**config.mk**
```make
export PLATFORM = sky130hd
export DESIGN_NAME = fpmm_unit
export DESIGN_NICKNAME = d
export VERILOG_FILES = /design/src/hdl/fpmm_classify.v /design/src/hdl/fpmm_select.v /design/src/hdl/fpmm_unit.v
export VERILOG_INCLUDE_DIRS = /design/src /design/src/hdl
export SDC_FILE = /design/constraint.sdc
export NUM_CORES = 1
export LEC_CHECK = 0
export BUFFER_PORTS_ARGS = -buffer_cell sky130_fd_sc_hd__buf_2
export CORE_ASPECT_RATIO = 1.2
export CORE_UTILIZATION = 50
export CTS_BUF_LIST = sky130_fd_sc_hd__clkbuf_8 sky130_fd_sc_hd__clkbuf_16
export CTS_CLUSTER_SIZE = 14
export DETAILED_ROUTE_END_ITERATION = 12
export HOLD_SLACK_MARGIN = 0.08
export MAX_ROUTING_LAYER = met4
export PLACE_DENSITY = 0.86
export SLEW_MARGIN = 5
export SYNTH_ARGS = -nofsm -noshare
export SYNTH_HDL_FRONTEND = slang
export SYNTH_HIERARCHICAL = 1
export SYNTH_SLANG_ARGS = --single-unit
export TNS_END_PERCENT = 5
```
**constraint.sdc**
```tcl
create_clock -name clk -period 4.35 [get_ports clk]
set_input_delay 0 -clock clk [delete_from_list [all_inputs] [get_ports clk]]
set_output_delay 0 -clock clk [all_outputs]
set_load 0.02 [all_outputs]
```
**src/hdl/fpmm_regs.vh**
```
`ifndef FPMM_REGS_VH
`define FPMM_REGS_VH
`define FPMM_MAJOR_HI      31
`define FPMM_MAJOR_LO      26
`define FPMM_SRC2_HI       25
`define FPMM_SRC2_LO       21
`define FPMM_SRC1_HI       20
`define FPMM_SRC1_LO       16
`define FPMM_DEST_HI       15
`define FPMM_DEST_LO       11
`define FPMM_FMT_HI        10
`define FPMM_FMT_LO        9
`define FPMM_FUNC_HI       8
`define FPMM_FUNC_LO       0
`define FPMM_MAJOR_CODE    6'h15
`define FPMM_FN_MAX        9'h00B
`define FPMM_FN_MAXMAG     9'h02B
`define FPMM_FN_MIN        9'h003
`define FPMM_FN_MINMAG     9'h023
`define FPMM_FMT_SINGLE    2'h0
`define FPMM_FMT_DOUBLE    2'h1
`define FPMM_OP_MAX        2'h0
`define FPMM_OP_MIN        2'h1
`define FPMM_OP_MAXMAG     2'h2
`define FPMM_OP_MINMAG     2'h3
`define FPMM_EXC_NONE      2'h0
`define FPMM_EXC_CPU       2'h1
`define FPMM_EXC_RI        2'h2
`define FPMM_EXC_INVALID   2'h3
`define FPMM_CP_FPU        2'h1
`define FPMM_SP_EXP_HI     30
`define FPMM_SP_EXP_LO     23
`define FPMM_SP_QBIT       22
`define FPMM_DP_EXP_HI     62
`define FPMM_DP_EXP_LO     52
`define FPMM_DP_QBIT       51
`define FPMM_SP_SIGN       31
`define FPMM_DP_SIGN       63
`define FPMM_IRQ_DONE      0
`define FPMM_IRQ_EXC       1
`endif

```
**src/hdl/fpmm_classify.v**
```verilog
`timescale 1ns/1ps
`include "fpmm_regs.vh"
// Flags NaN kinds and splits sign and magnitude for either format
module fpmm_classify (
  input  wire [63:0] operand,
  input  wire        isDouble,
  output reg         isNan,
  output reg         isSnan,
  output reg         sign,
  output reg  [62:0] magnitude
);
  reg expOnes;
  reg fracNz;
  reg qBit;
  always @* begin
    expOnes = 1'b0;
    fracNz = 1'b0;
    qBit = 1'b0;
    if (isDouble) begin
      expOnes = &operand[`FPMM_DP_EXP_HI:`FPMM_DP_EXP_LO];
      fracNz = |operand[`FPMM_DP_EXP_LO-1:0];
      qBit = operand[`FPMM_DP_QBIT];
      sign = operand[`FPMM_DP_SIGN];
      magnitude = operand[`FPMM_DP_SIGN-1:0];
    end else begin
      expOnes = &operand[`FPMM_SP_EXP_HI:`FPMM_SP_EXP_LO];
      fracNz = |operand[`FPMM_SP_EXP_LO-1:0];
      qBit = operand[`FPMM_SP_QBIT];
      sign = operand[`FPMM_SP_SIGN];
      magnitude = {32'h00000000, operand[`FPMM_SP_SIGN-1:0]};
    end
    isNan = expOnes & fracNz;
    isSnan = expOnes & fracNz & ~qBit;
  end
endmodule // fpmm_classify

```
**src/hdl/fpmm_select.v**
```verilog
`timescale 1ns/1ps
`include "fpmm_regs.vh"
// Ordered selection of two non-NaN operands
module fpmm_select (
  input  wire [1:0]  op,
  input  wire        signA,
  input  wire [62:0] magA,
  input  wire        signB,
  input  wire [62:0] magB,
  output reg         pickB
);
  reg aLess;
  reg magEq;
  always @* begin
    magEq = (magA == magB);
    // Signed order with -0 below +0
    if (signA != signB)
      aLess = signA;
    else if (signA)
      aLess = magA > magB;
    else
      aLess = magA < magB;
    case (op)
      `FPMM_OP_MAX:    pickB = aLess;
      `FPMM_OP_MIN:    pickB = ~aLess & ~(magEq & (signA == signB));
      `FPMM_OP_MAXMAG: pickB = magEq ? (signA & ~signB) : (magA < magB);
      default:         pickB = magEq ? (signB & ~signA) : (magB < magA);
    endcase
  end
endmodule // fpmm_select

```
**src/hdl/fpmm_unit.v**
```verilog
`timescale 1ns/1ps
`include "fpmm_regs.vh"
// Function
// RULE1 - Decode major group, source, destination, format and function fields of word.
// RULE2 - Function 000001011 is maximum, 000101011 is larger-magnitude select.
// RULE3 - Function 000000011 is minimum, 000100011 is smaller-magnitude select.
// RULE4 - Maximum writes larger operand; positive zero beats negative zero.
// RULE5 - Minimum writes smaller operand; negative zero beats positive zero.
// RULE6 - Larger-magnitude select writes that operand with its own sign.
// RULE7 - Smaller-magnitude select writes that operand with its own sign.
// RULE8 - One NaN source: the numeric operand is the result.
// RULE9 - Both NaN: first source NaN passes unchanged.
// RULE10 - Equal magnitudes in larger-magnitude select give the positive operand.
// RULE11 - Equal magnitudes in smaller-magnitude select give the negative operand.
// RULE12 - Coprocessor disabled: unusable exception for coprocessor 1, no write.
// RULE13 - Unimplemented format raises reserved-instruction exception, no execution.
// RULE14 - Signalling NaN with invalid trap enabled: invalid exception, no write.
// RULE15 - Signalling NaN with trap disabled selects as quiet, never quietened.
// RULE16 - Single and double formats use format codes 0 and 1.
// RULE17 - Selected operand written bit-exact, no rounding.
module fpmm_unit (
  input  wire        clk,
  input  wire        rst,
  input  wire        clkEn,
  input  wire        issueValid,
  input  wire [31:0] instrWord,
  input  wire        cpEnabled,
  input  wire        invalidTrapEn,
  output reg         srcRead,
  output reg  [4:0]  firstSourceReg,
  output reg  [4:0]  secondSourceReg,
  input  wire [63:0] firstSourceData,
  input  wire [63:0] secondSourceData,
  output reg         destWrite,
  output reg  [4:0]  destinationReg,
  output reg  [63:0] destData,
  output reg         done,
  output reg         excValid,
  output reg  [1:0]  excCode,
  output reg  [1:0]  excCopNum,
  output reg         invalidCause,
  input  wire [1:0]  regAddr,
  input  wire [31:0] regWdata,
  input  wire        regWr,
  input  wire        regRd,
  output reg  [31:0] regRdata,
  output reg         irq
);
  localparam ST_IDLE = 1'b0;
  localparam ST_EXEC = 1'b1;
  localparam [1:0] ADDR_STATUS = 2'h0;
  localparam [1:0] ADDR_MASK   = 2'h1;
  localparam [1:0] ADDR_COUNT  = 2'h2;

  reg        state_q;
  reg [1:0]  op_q;
  reg        dbl_q;
  reg [1:0]  status_q;
  reg [1:0]  mask_q;
  reg [15:0] count_q;

  // Operation code for a selection word, valid flag in bit 2
  function [2:0] decodeOp;
    input [31:0] w;
    begin
      decodeOp = 3'h0;
      if (w[`FPMM_MAJOR_HI:`FPMM_MAJOR_LO] == `FPMM_MAJOR_CODE) begin // [RULE1]
        if (w[`FPMM_FUNC_HI:`FPMM_FUNC_LO] == `FPMM_FN_MAX)
          decodeOp = {1'b1, `FPMM_OP_MAX}; // [RULE2]
        else if (w[`FPMM_FUNC_HI:`FPMM_FUNC_LO] == `FPMM_FN_MAXMAG)
          decodeOp = {1'b1, `FPMM_OP_MAXMAG}; // [RULE2]
        else if (w[`FPMM_FUNC_HI:`FPMM_FUNC_LO] == `FPMM_FN_MIN)
          decodeOp = {1'b1, `FPMM_OP_MIN}; // [RULE3]
        else if (w[`FPMM_FUNC_HI:`FPMM_FUNC_LO] == `FPMM_FN_MINMAG)
          decodeOp = {1'b1, `FPMM_OP_MINMAG}; // [RULE3]
      end
    end
  endfunction

  wire [2:0] dec = decodeOp(instrWord);
  wire [1:0] fmt = instrWord[`FPMM_FMT_HI:`FPMM_FMT_LO];
  wire fmtOk = (fmt == `FPMM_FMT_SINGLE) || (fmt == `FPMM_FMT_DOUBLE); // [RULE16]

  wire        nanA;
  wire        snanA;
  wire        signA;
  wire [62:0] magA;
  wire        nanB;
  wire        snanB;
  wire        signB;
  wire [62:0] magB;
  wire        pickB;

  fpmm_classify uClsA (
    .operand   (firstSourceData),
    .isDouble  (dbl_q),
    .isNan     (nanA),
    .isSnan    (snanA),
    .sign      (signA),
    .magnitude (magA)
  );
  fpmm_classify uClsB (
    .operand   (secondSourceData),
    .isDouble  (dbl_q),
    .isNan     (nanB),
    .isSnan    (snanB),
    .sign      (signB),
    .magnitude (magB)
  );
  fpmm_select uSel (
    .op    (op_q),
    .signA (signA),
    .magA  (magA),
    .signB (signB),
    .magB  (magB),
    .pickB (pickB) // [RULE4] [RULE5] [RULE6] [RULE7] [RULE10] [RULE11]
  );

  // NaN preference; signalling NaNs treated as quiet here
  reg useB;
  always @* begin
    if (nanA && nanB)
      useB = 1'b0; // [RULE9]
    else if (nanA)
      useB = 1'b1; // [RULE8]
    else if (nanB)
      useB = 1'b0; // [RULE8]
    else
      useB = pickB;
  end
  wire [63:0] chosen = useB ? secondSourceData : firstSourceData;
  wire        snanAny = snanA | snanB;
  wire        execEnd = (state_q == ST_EXEC);
  wire        excNow = execEnd & snanAny & invalidTrapEn;
  wire        evtDone = execEnd;

  always @(posedge clk or posedge rst) begin
    if (rst) begin
      state_q <= ST_IDLE;
      op_q <= `FPMM_OP_MAX;
      dbl_q <= 1'b0;
      srcRead <= 1'b0;
      firstSourceReg <= 5'h00;
      secondSourceReg <= 5'h00;
      destWrite <= 1'b0;
      destinationReg <= 5'h00;
      destData <= 64'h0000000000000000;
      done <= 1'b0;
      excValid <= 1'b0;
      excCode <= `FPMM_EXC_NONE;
      excCopNum <= 2'h0;
      invalidCause <= 1'b0;
    end else if (clkEn) begin
      srcRead <= 1'b0;
      destWrite <= 1'b0;
      done <= 1'b0;
      excValid <= 1'b0;
      invalidCause <= 1'b0;
      case (state_q)
        ST_IDLE: begin
          if (issueValid && dec[2]) begin
            if (!cpEnabled) begin
              excValid <= 1'b1; // [RULE12]
              excCode <= `FPMM_EXC_CPU;
              excCopNum <= `FPMM_CP_FPU;
              done <= 1'b1;
            end else if (!fmtOk) begin
              excValid <= 1'b1; // [RULE13]
              excCode <= `FPMM_EXC_RI;
              excCopNum <= 2'h0;
              done <= 1'b1;
            end else begin
              state_q <= ST_EXEC;
              op_q <= dec[1:0];
              dbl_q <= (fmt == `FPMM_FMT_DOUBLE); // [RULE16]
              srcRead <= 1'b1;
              firstSourceReg <= instrWord[`FPMM_SRC1_HI:`FPMM_SRC1_LO]; // [RULE1]
              secondSourceReg <= instrWord[`FPMM_SRC2_HI:`FPMM_SRC2_LO];
              destinationReg <= instrWord[`FPMM_DEST_HI:`FPMM_DEST_LO];
            end
          end
        end
        default: begin
          state_q <= ST_IDLE;
          done <= 1'b1;
          invalidCause <= snanAny; // [RULE15]
          if (excNow) begin
            excValid <= 1'b1; // [RULE14]
            excCode <= `FPMM_EXC_INVALID;
            excCopNum <= 2'h0;
          end else begin
            destWrite <= 1'b1;
            destData <= dbl_q ? chosen : {32'h00000000, chosen[31:0]}; // [RULE17] [RULE15]
            excCode <= `FPMM_EXC_NONE;
          end
        end
      endcase
    end
  end

  // Status, mask and counter; read of status clears it, set wins
  wire [1:0] evt = {excNow | (state_q == ST_IDLE & issueValid & dec[2] & ~(cpEnabled & fmtOk)),
                    evtDone};
  wire       rdStatus = regRd && (regAddr == ADDR_STATUS);
  always @(posedge clk or posedge rst) begin
    if (rst) begin
      status_q <= 2'h0;
      mask_q <= 2'h0;
      count_q <= 16'h0000;
      regRdata <= 32'h00000000;
      irq <= 1'b0;
    end else if (clkEn) begin
      status_q <= (rdStatus ? 2'h0 : status_q) | evt;
      if (regWr && regAddr == ADDR_MASK)
        mask_q <= regWdata[1:0];
      if (regWr && regAddr == ADDR_COUNT)
        count_q <= regWdata[15:0];
      else if (destWrite)
        count_q <= count_q + 16'h0001;
      irq <= |(((rdStatus ? 2'h0 : status_q) | evt) & mask_q);
      if (rdStatus)
        regRdata <= {30'h00000000, status_q};
      else if (regRd && regAddr == ADDR_MASK)
        regRdata <= {30'h00000000, mask_q};
      else if (regRd && regAddr == ADDR_COUNT)
        regRdata <= {16'h0000, count_q};
      else
        regRdata <= 32'h00000000;
    end
  end
endmodule // fpmm_unit

```
* Yosys cells after proc, flatten, opt, wreduce, memory -nomap -nowiden *
Cells that the tools add are included.

storage, ports and cells
  logic and storage cells = 146
  bits in registers = 144
  bits of input ports = 202

operators by class
  order comparisons = 3
  reduce and logical (&&, ||, !) cells = 28
  equal/unequal tests = 15
  muxes and demuxes = 54
  bitwise logic cells = 27
  add/sub/neg operators = 1

operators with widths
  cell                   count
  $mux 64                2
  $lt 63x63->1           2
  $mux 63                2
  $reduce_or 52->1       2
  $mux 16                5
  $eq 63x63->1           1
  $gt 63x63->1           1
  $reduce_or 23->1       2
  $mux 1                 28
  $mux 2                 11
  $reduce_and 11->1      2
  $eq 9x6->1 const B     2
  $add 16x1->16 const B  1
  $reduce_and 8->1       2
  $mux 3                 5
  $and 1x1->1            14
  $eq 9x2->1 const B     1
  $eq 9x4->1 const B     1
  $not 1->1              9
  $logic_and 1x1->1      7
  $eq 2x1->1 const B     3
  $eq 6x5->1 const B     1
  $logic_not 2->1        3
  $reduce_and 3->1       2
  other kinds (15)       19

* Depth between registers and ports, before layout *
  word-level depth = 12
  depth in mapped cells = 17
  mapped depth without buffers = 13

* Hierarchy *
The synthesis kept the hierarchy.

modules (own cells, without submodules)
  module         times used  cells an instance  area an instance (um2)
  fpmm_unit      1           573                6063.3
  fpmm_select    1           245                1794.2
  fpmm_classify  2           100                691.9

* Least setup slack after synthesis *
Ideal clock, no wire load.

  path kind = reg2reg
  start point = register dbl_q
  end point = register destData[0]
  required time = 4.215 ns
  path slack = 1.004 ns
  buffers on the path = 4
  cell stages (with the launch flop) = 18
  arrival time = 3.210 ns
  path through = dfrtp_1 > buf_6 > clkbuf_1 > and2_1 > inv_1 > ha_1 > nand4_2 > nor4_4 > nand4_2 > a21oi_1 > nor4_1 > and3_1 > o22a_1 > o21bai_1 > buf_2 > buf_2 > mux2i_1 > o21ai_0

between the ends
  longest elaborated chain between the ends = 12

RTL lines
  element                                       RTL line                                              text
  start: declaration                            fpmm_unit.v:57                                        reg dbl_q;
  start signal: assignment                      fpmm_unit.v:175                                       dbl_q <= (fmt == `FPMM_FMT_DOUBLE);
  $mux 63 *                                     fpmm_classify.v:19                                    if (isDouble) begin
  net magA[42]                                  fpmm_unit.v:87                                        wire [62:0] magA;
  $lt 63x63->1 or $gt 63x63->1 (tied branches)  fpmm_select.v:22, fpmm_select.v:26, fpmm_select.v:20
  $mux 1                                        fpmm_select.v:19                                      else if (signA)
  $mux 1                                        fpmm_select.v:17                                      if (signA != signB)
  $not 1->1                                     fpmm_select.v:25                                      `FPMM_OP_MIN: pickB = ~aLess & ~(magEq & (signA == signB));
  $and 1x1->1                                   fpmm_select.v:25
  $pmux 1 s3 *                                  fpmm_select.v:23                                      case (op)
  net pickB                                     fpmm_unit.v:92                                        wire pickB;
  $mux 1 *                                      fpmm_unit.v:126                                       else if (nanB)
  $mux 1 *                                      fpmm_unit.v:124                                       else if (nanA)
  $mux 1 *                                      fpmm_unit.v:122                                       if (nanA && nanB)
  $mux 64 *                                     fpmm_unit.v:131                                       wire [63:0] chosen = useB ? secondSourceData : firstSourceData;
  $mux 64 *                                     fpmm_unit.v:193                                       destData <= dbl_q ? chosen : {32'h00000000, chosen[31:0]};
  end signal: assignment                        fpmm_unit.v:193
  end: declaration                              fpmm_unit.v:36                                        output reg [63:0] destData,

The timed path passes the listed nets; every way through them passes the cells marked *.
A chain may end at the register's enable or synchronous reset.

* Worst setup path after layout *
  start point = register dbl_q
  end point = register destData[52]

The elaborated chain is that of the path after synthesis.

==> results.md <==
Place:
- The placed standard-cell area is between 10000 and 15000 sq um.
- Detailed placement finished with a half-perimeter wire length of 20240 um.
- The congestion estimate from routability-driven global placement came to between 0.8 and 0.9.
- Input and output buffers added on the ports amount to 289.

Drt:
- The first detailed-routing pass ran for 6 iterations.
- The number of DRC markers after the initial detailed-route iteration is 599.
- Summing over every cut layer, the via total after detailed routing is 9669.
- The number of vias per cell is 5.896.
- In the final routed layout, each cell accounts on average for 19.69 um.
- The final layout contains routed wiring with a total length of ~32000 um.
- The remaining antenna violation count after routing is 0.
- For this run, design rule violations remaining after detail routing come to 0.

STA:
- The number of max-slew violations in the final report is 0.
- The number of failing hold endpoints at the final stage is 0.
- In the finished design, the share of the clock period the worst path needs comes to 0.9342.
- The number of setup violations in the final report is 0.
- For the pin with the worst max-slew slack, the measured transition is 1.039 ns.
- On the final layout, the worst hold slack is 0.1079 ns.
- Setup repair after global routing left no endpoint under its margin.
- The total negative slack for setup checks is 0 ns.
- Clock skew on the completed layout was measured at 0.01144 ns.
- Based on the critical path, the design can be clocked at up to 246.1 MHz.
- The headroom to the max-slew limit is 0.3054.
- Counting I/O delays and the setup requirement, the final critical path takes 4.064 ns.

Yosys:
- Counting flops and latches in the post-synthesis netlist gives 127.
- The warning count from the yosys run is 6.
- The compound-gate portion of the synthesized area came to 0.1416.
- The cell count after synthesis is 1018.
- The combinational family with the most area after synthesis is simple AND/OR/NAND/NOR gates.
- The adder-cell share of the synthesized area is 0.08936.
- Among all cell types in the netlist, the one instantiated most often is dfrtp_1.
- The area share of the largest cell type after synthesis is 0.3439.
- Counting distinct cell types in the post-synthesis netlist gives 75.
- The synthesized area per cell is 9.078 sq um.
- The synthesized netlist occupies a cell area of ~9000 sq um.
- The share of the Yosys chip area taken by registers is 0.3439.
- By area the synthesized netlist is led by dfrtp_1 (34%), ha_1 (8.9%), mux2i_1 (7.4%).
- The most instantiated flip-flop cell in the synthesis netlist is dfrtp_1.
- The portion of synthesized area spent on multiplexers is 0.1037.
- The share of flip-flops with an asynchronous set or reset is 1.000.
- The simple logic cell fraction of the synthesized area is 0.2031.
- Sorting the synthesized cells by how often they occur yields dfrtp_1 (127), nand2_1 (103), o21ai_0 (92).
- The cell taking the most area after synthesis is dfrtp_1.
- The number of flops mapped to enable cells by yosys is 0.
- Of the total synthesized cell area, the portion taken by XOR and XNOR cells is 0.0009477.

Clock tree:
- TritonCTS created 17 clock buffers.
- The number of buffers on the longest clock path is 2.
- TritonCTS built the clock tree.
- Clock-pin slew was measured on the worst setup and hold paths at 0.07 ns.
- The H-tree depth reported by CTS is 4.
- The later pin in the worst-skew pair is clocked with a latency of 0.42 ns.
- The clock root buffer is clkbuf_16.
- In this run the post-CTS setup repair buffer count came out at 0.
- Clock tree synthesis found a total of between 100 and 150 sinks.

GRT:
- In the global route stage, met1 resource usage came out at 0.3681.
- For met3 alone, demand over resource in global routing was 0.07418.
- The initial antenna violation count is 1.
- Entering global routing, the biggest net connects 90 pins.
- The met2 usage in global routing is 0.5964.
- The first global-routing pass estimated approximately 50000 um of wire.
- For this run, the total global-route usage over all layers was measured as 0.3449.
- The number of global-route vias before repair is 9727.
- After global routing, the most crowded layer is met2.
- The aggregate global routing overflow is 0.

Pwr:
- The switching component of the power is 0.001187 W.
- The static leakage power is approximately 6.5 nW.
- Of the total power, the share spent switching nets is 0.3304.
- Cell internal power was estimated by the tool at around 0.0024 W.
- The portion of total power attributed to combinational logic is 0.228.
- The highest ir drop seen on vdd is roughly 0.22 mV.
- The clock share of power is 0.392.
- The total power density per cell area is 283.4 nW/um^2.
- The sequential fraction of design power is 0.380.
- The total power after layout is 0.003592 W.

Worst setup path:
- Of all nets on the critical path, the largest fanout is 70.
- The critical path contains buffers and inverters numbering 2 combined.
- The count of cells along the worst register-to-register path is 14.
- The path length in cells of the critical path is 14.
- The delay of the slowest critical-path stage is 0.77 ns.
- STA classifies the critical path startpoint as a flip-flop.
- The origin of the critical flop-to-flop path is dbl_q$_DFFE_PP0P_.
- In this run the critical register-to-register path is captured at destData[52]$_DFFE_PP0P_.
- The worst setup path is captured at a flip-flop.
- The most critical setup path has its startpoint at dbl_q$_DFFE_PP0P_.
- The capture point of the worst path is destData[52]$_DFFE_PP0P_.
- The worst register-to-register path has a setup slack of 0.29 ns.
- For the worst setup path, the data arrival time is 4.33 ns.
- On the critical path the largest part of the delay comes from simple AND/OR/NAND/NOR gates.
- The slowest cell on the critical path is dfrtp_4.
- The critical path goes through and2_1 > inv_1 > ha_1 > nand3_2 > nor4_4 > nand4_2 > a21oi_1 > nor4_1 > and3_1 > o22a_1 > o21bai_4 > buf_4 > mux2i_1 > o21ai_0.
- For the worst setup path, the data required time is between 4 and 5 ns.
- The worst setup path is of the reg -> reg kind.

Floorplanning:
- The floorplan has 54 rows.
- From left edge to right edge, the die measures between 100 and 150 um.
- The starting density of the core is 0.5104.
- The core region is 18110 sq um.
- The number of primary I/O pins is around 320.
- The floorplan step defined a die boundary enclosing 19030 sq um.
- The die is roughly 150 um tall.

Worst hold path:
- The class of the most critical hold timing path is in -> reg.

Cells and area:
- Measured on the finished design, the core utilization comes to 0.7001.
- The final-stage net count is 1670.
- The fraction of final layout cells sized beyond drive strength 1 is 0.2714.
- The area of all placed cells without fillers is 12680 sq um.
- The signed area change from the synthesized netlist to the final layout is 37.18%.

Outcome:
- The flow ran to the end, and the final reports show no timing, DRC or antenna violations.

Flow run:
- The tool flagged a number of max-cap violations equal to 0.
routing by layer:
| layer | part of all wire | up-vias |
|---|---|---|
| met4 | 0.053 | 0 |
| met5 | 0 | - |
| met1 | 0.35 | 4573 |
| met3 | 0.085 | 166 |
| met2 | 0.51 | 634 |
| li1 | - | 4296 |
kinds of logic (layout without fill, tap and decap cells):
group                    after synthesis  count (layout)
XOR/XNOR                               1               1
flip-flops                           127             127
multiplexers                          90              90
AND/OR/NAND/NOR                      321             321
adder cells (fa/ha/maj)               66              66
other                                  1              18
AO/OA/AOI/OAI                        215             215
buffers and inverters                197             578
stage by stage:
stage,cells,worst slack [ns]
2_1_floorplan,1034,0.9657
3_3_place_gp,1433,0.4867
3_5_place_dp,1433,0.2925
4_1_cts,1639,0.2832
5_1_grt,1640,0.06528
6_report,1640,0.2864
worst register-to-register path, stage by stage (launching register included):
cell and delay (ns):
dfrtp_4 0.77, and2_1 0.24, inv_1 0.05, ha_1 0.35, nand3_2 0.14, nor4_4 0.36
nand4_2 0.22, a21oi_1 0.22, nor4_1 0.09, and3_1 0.18, o22a_1 0.21, o21bai_4 0.18
buf_4 0.41, mux2i_1 0.33, o21ai_0 0.16
repair_timing:
item,4_1_cts,5_1_grt
hold buffers,174,0
hold endpoints to repair,195,0
setup endpoints to repair,0,29
resized for setup,0,1
final cells by class:
| cell class | instances | area, sq um |
|---|---|---|
| Sequential cell | 127 | 3182 |
| Tap cell | 224 | 280.3 |
| Antenna cell | 1 | 2.502 |
| Multi-Input combinational cell | 710 | 5066 |
| Clock buffer | 17 | 425.4 |
| Timing Repair Buffer | 473 | 3301 |
| Clock inverter | 15 | 141.4 |
| Inverter | 73 | 279.0 |
| Fill cell | 1239 | 5430 |
layout by cell type, fill, tap and decap left out, drive strengths merged, types with 6 or more instances in the layout:
cell         count
clkbuf          17
conb            17
nand3           23
and2            64
nand4           30
buf            299
ha              66
nor3             9
nor2            20
nand2          106
a21oi           53
a21o             6
o21ai           94
nor4            34
a22o            14
mux2            22
and4             6
inv             84
dlygate4sd3    174
mux2i           68
a2bb2oi          6
dfrtp          127
flip-flops by register name, summed over array words and instances (netlist names), 2 cells and up:
signal,cells
firstSourceReg,5
excCode,2
regRdata,16
destData,64
secondSourceReg,5
status_q,2
destinationReg,5
op_q,2
count_q,16
mask_q,2
power groups by stage:
stage	clock (W)	combinational, W	sequential [W]
3_3_place_gp	0	0.000633	0.00137
5_1_grt	0.00147	0.000883	0.00137
6_report	0.00141	0.000820	0.00137
3_5_place_dp	0	0.000655	0.00138
2_1_floorplan	0	0.000393	0.00141
4_1_cts	0.00143	0.000782	0.00135
how the worst min path moves through the flow:
| stage | from | end | cells after the start |
|---|---|---|---|
| floorplan | instrWord[5] | op_q[1]$_DFFE_PP0P_ | 2 |
| global placement | rst | regRdata[8]$_DFFE_PP0P_ | 2 |
| detailed placement | rst | regRdata[15]$_DFFE_PP0P_ | 2 |
| CTS | regAddr[1] | regRdata[1]$_DFFE_PP0P_ | 4 |
| global route | regAddr[1] | regRdata[1]$_DFFE_PP0P_ | 4 |
| finish | instrWord[6] | status_q[1]$_DFFE_PP0P_ | 5 |
Power figures use the tool's default switching activity.
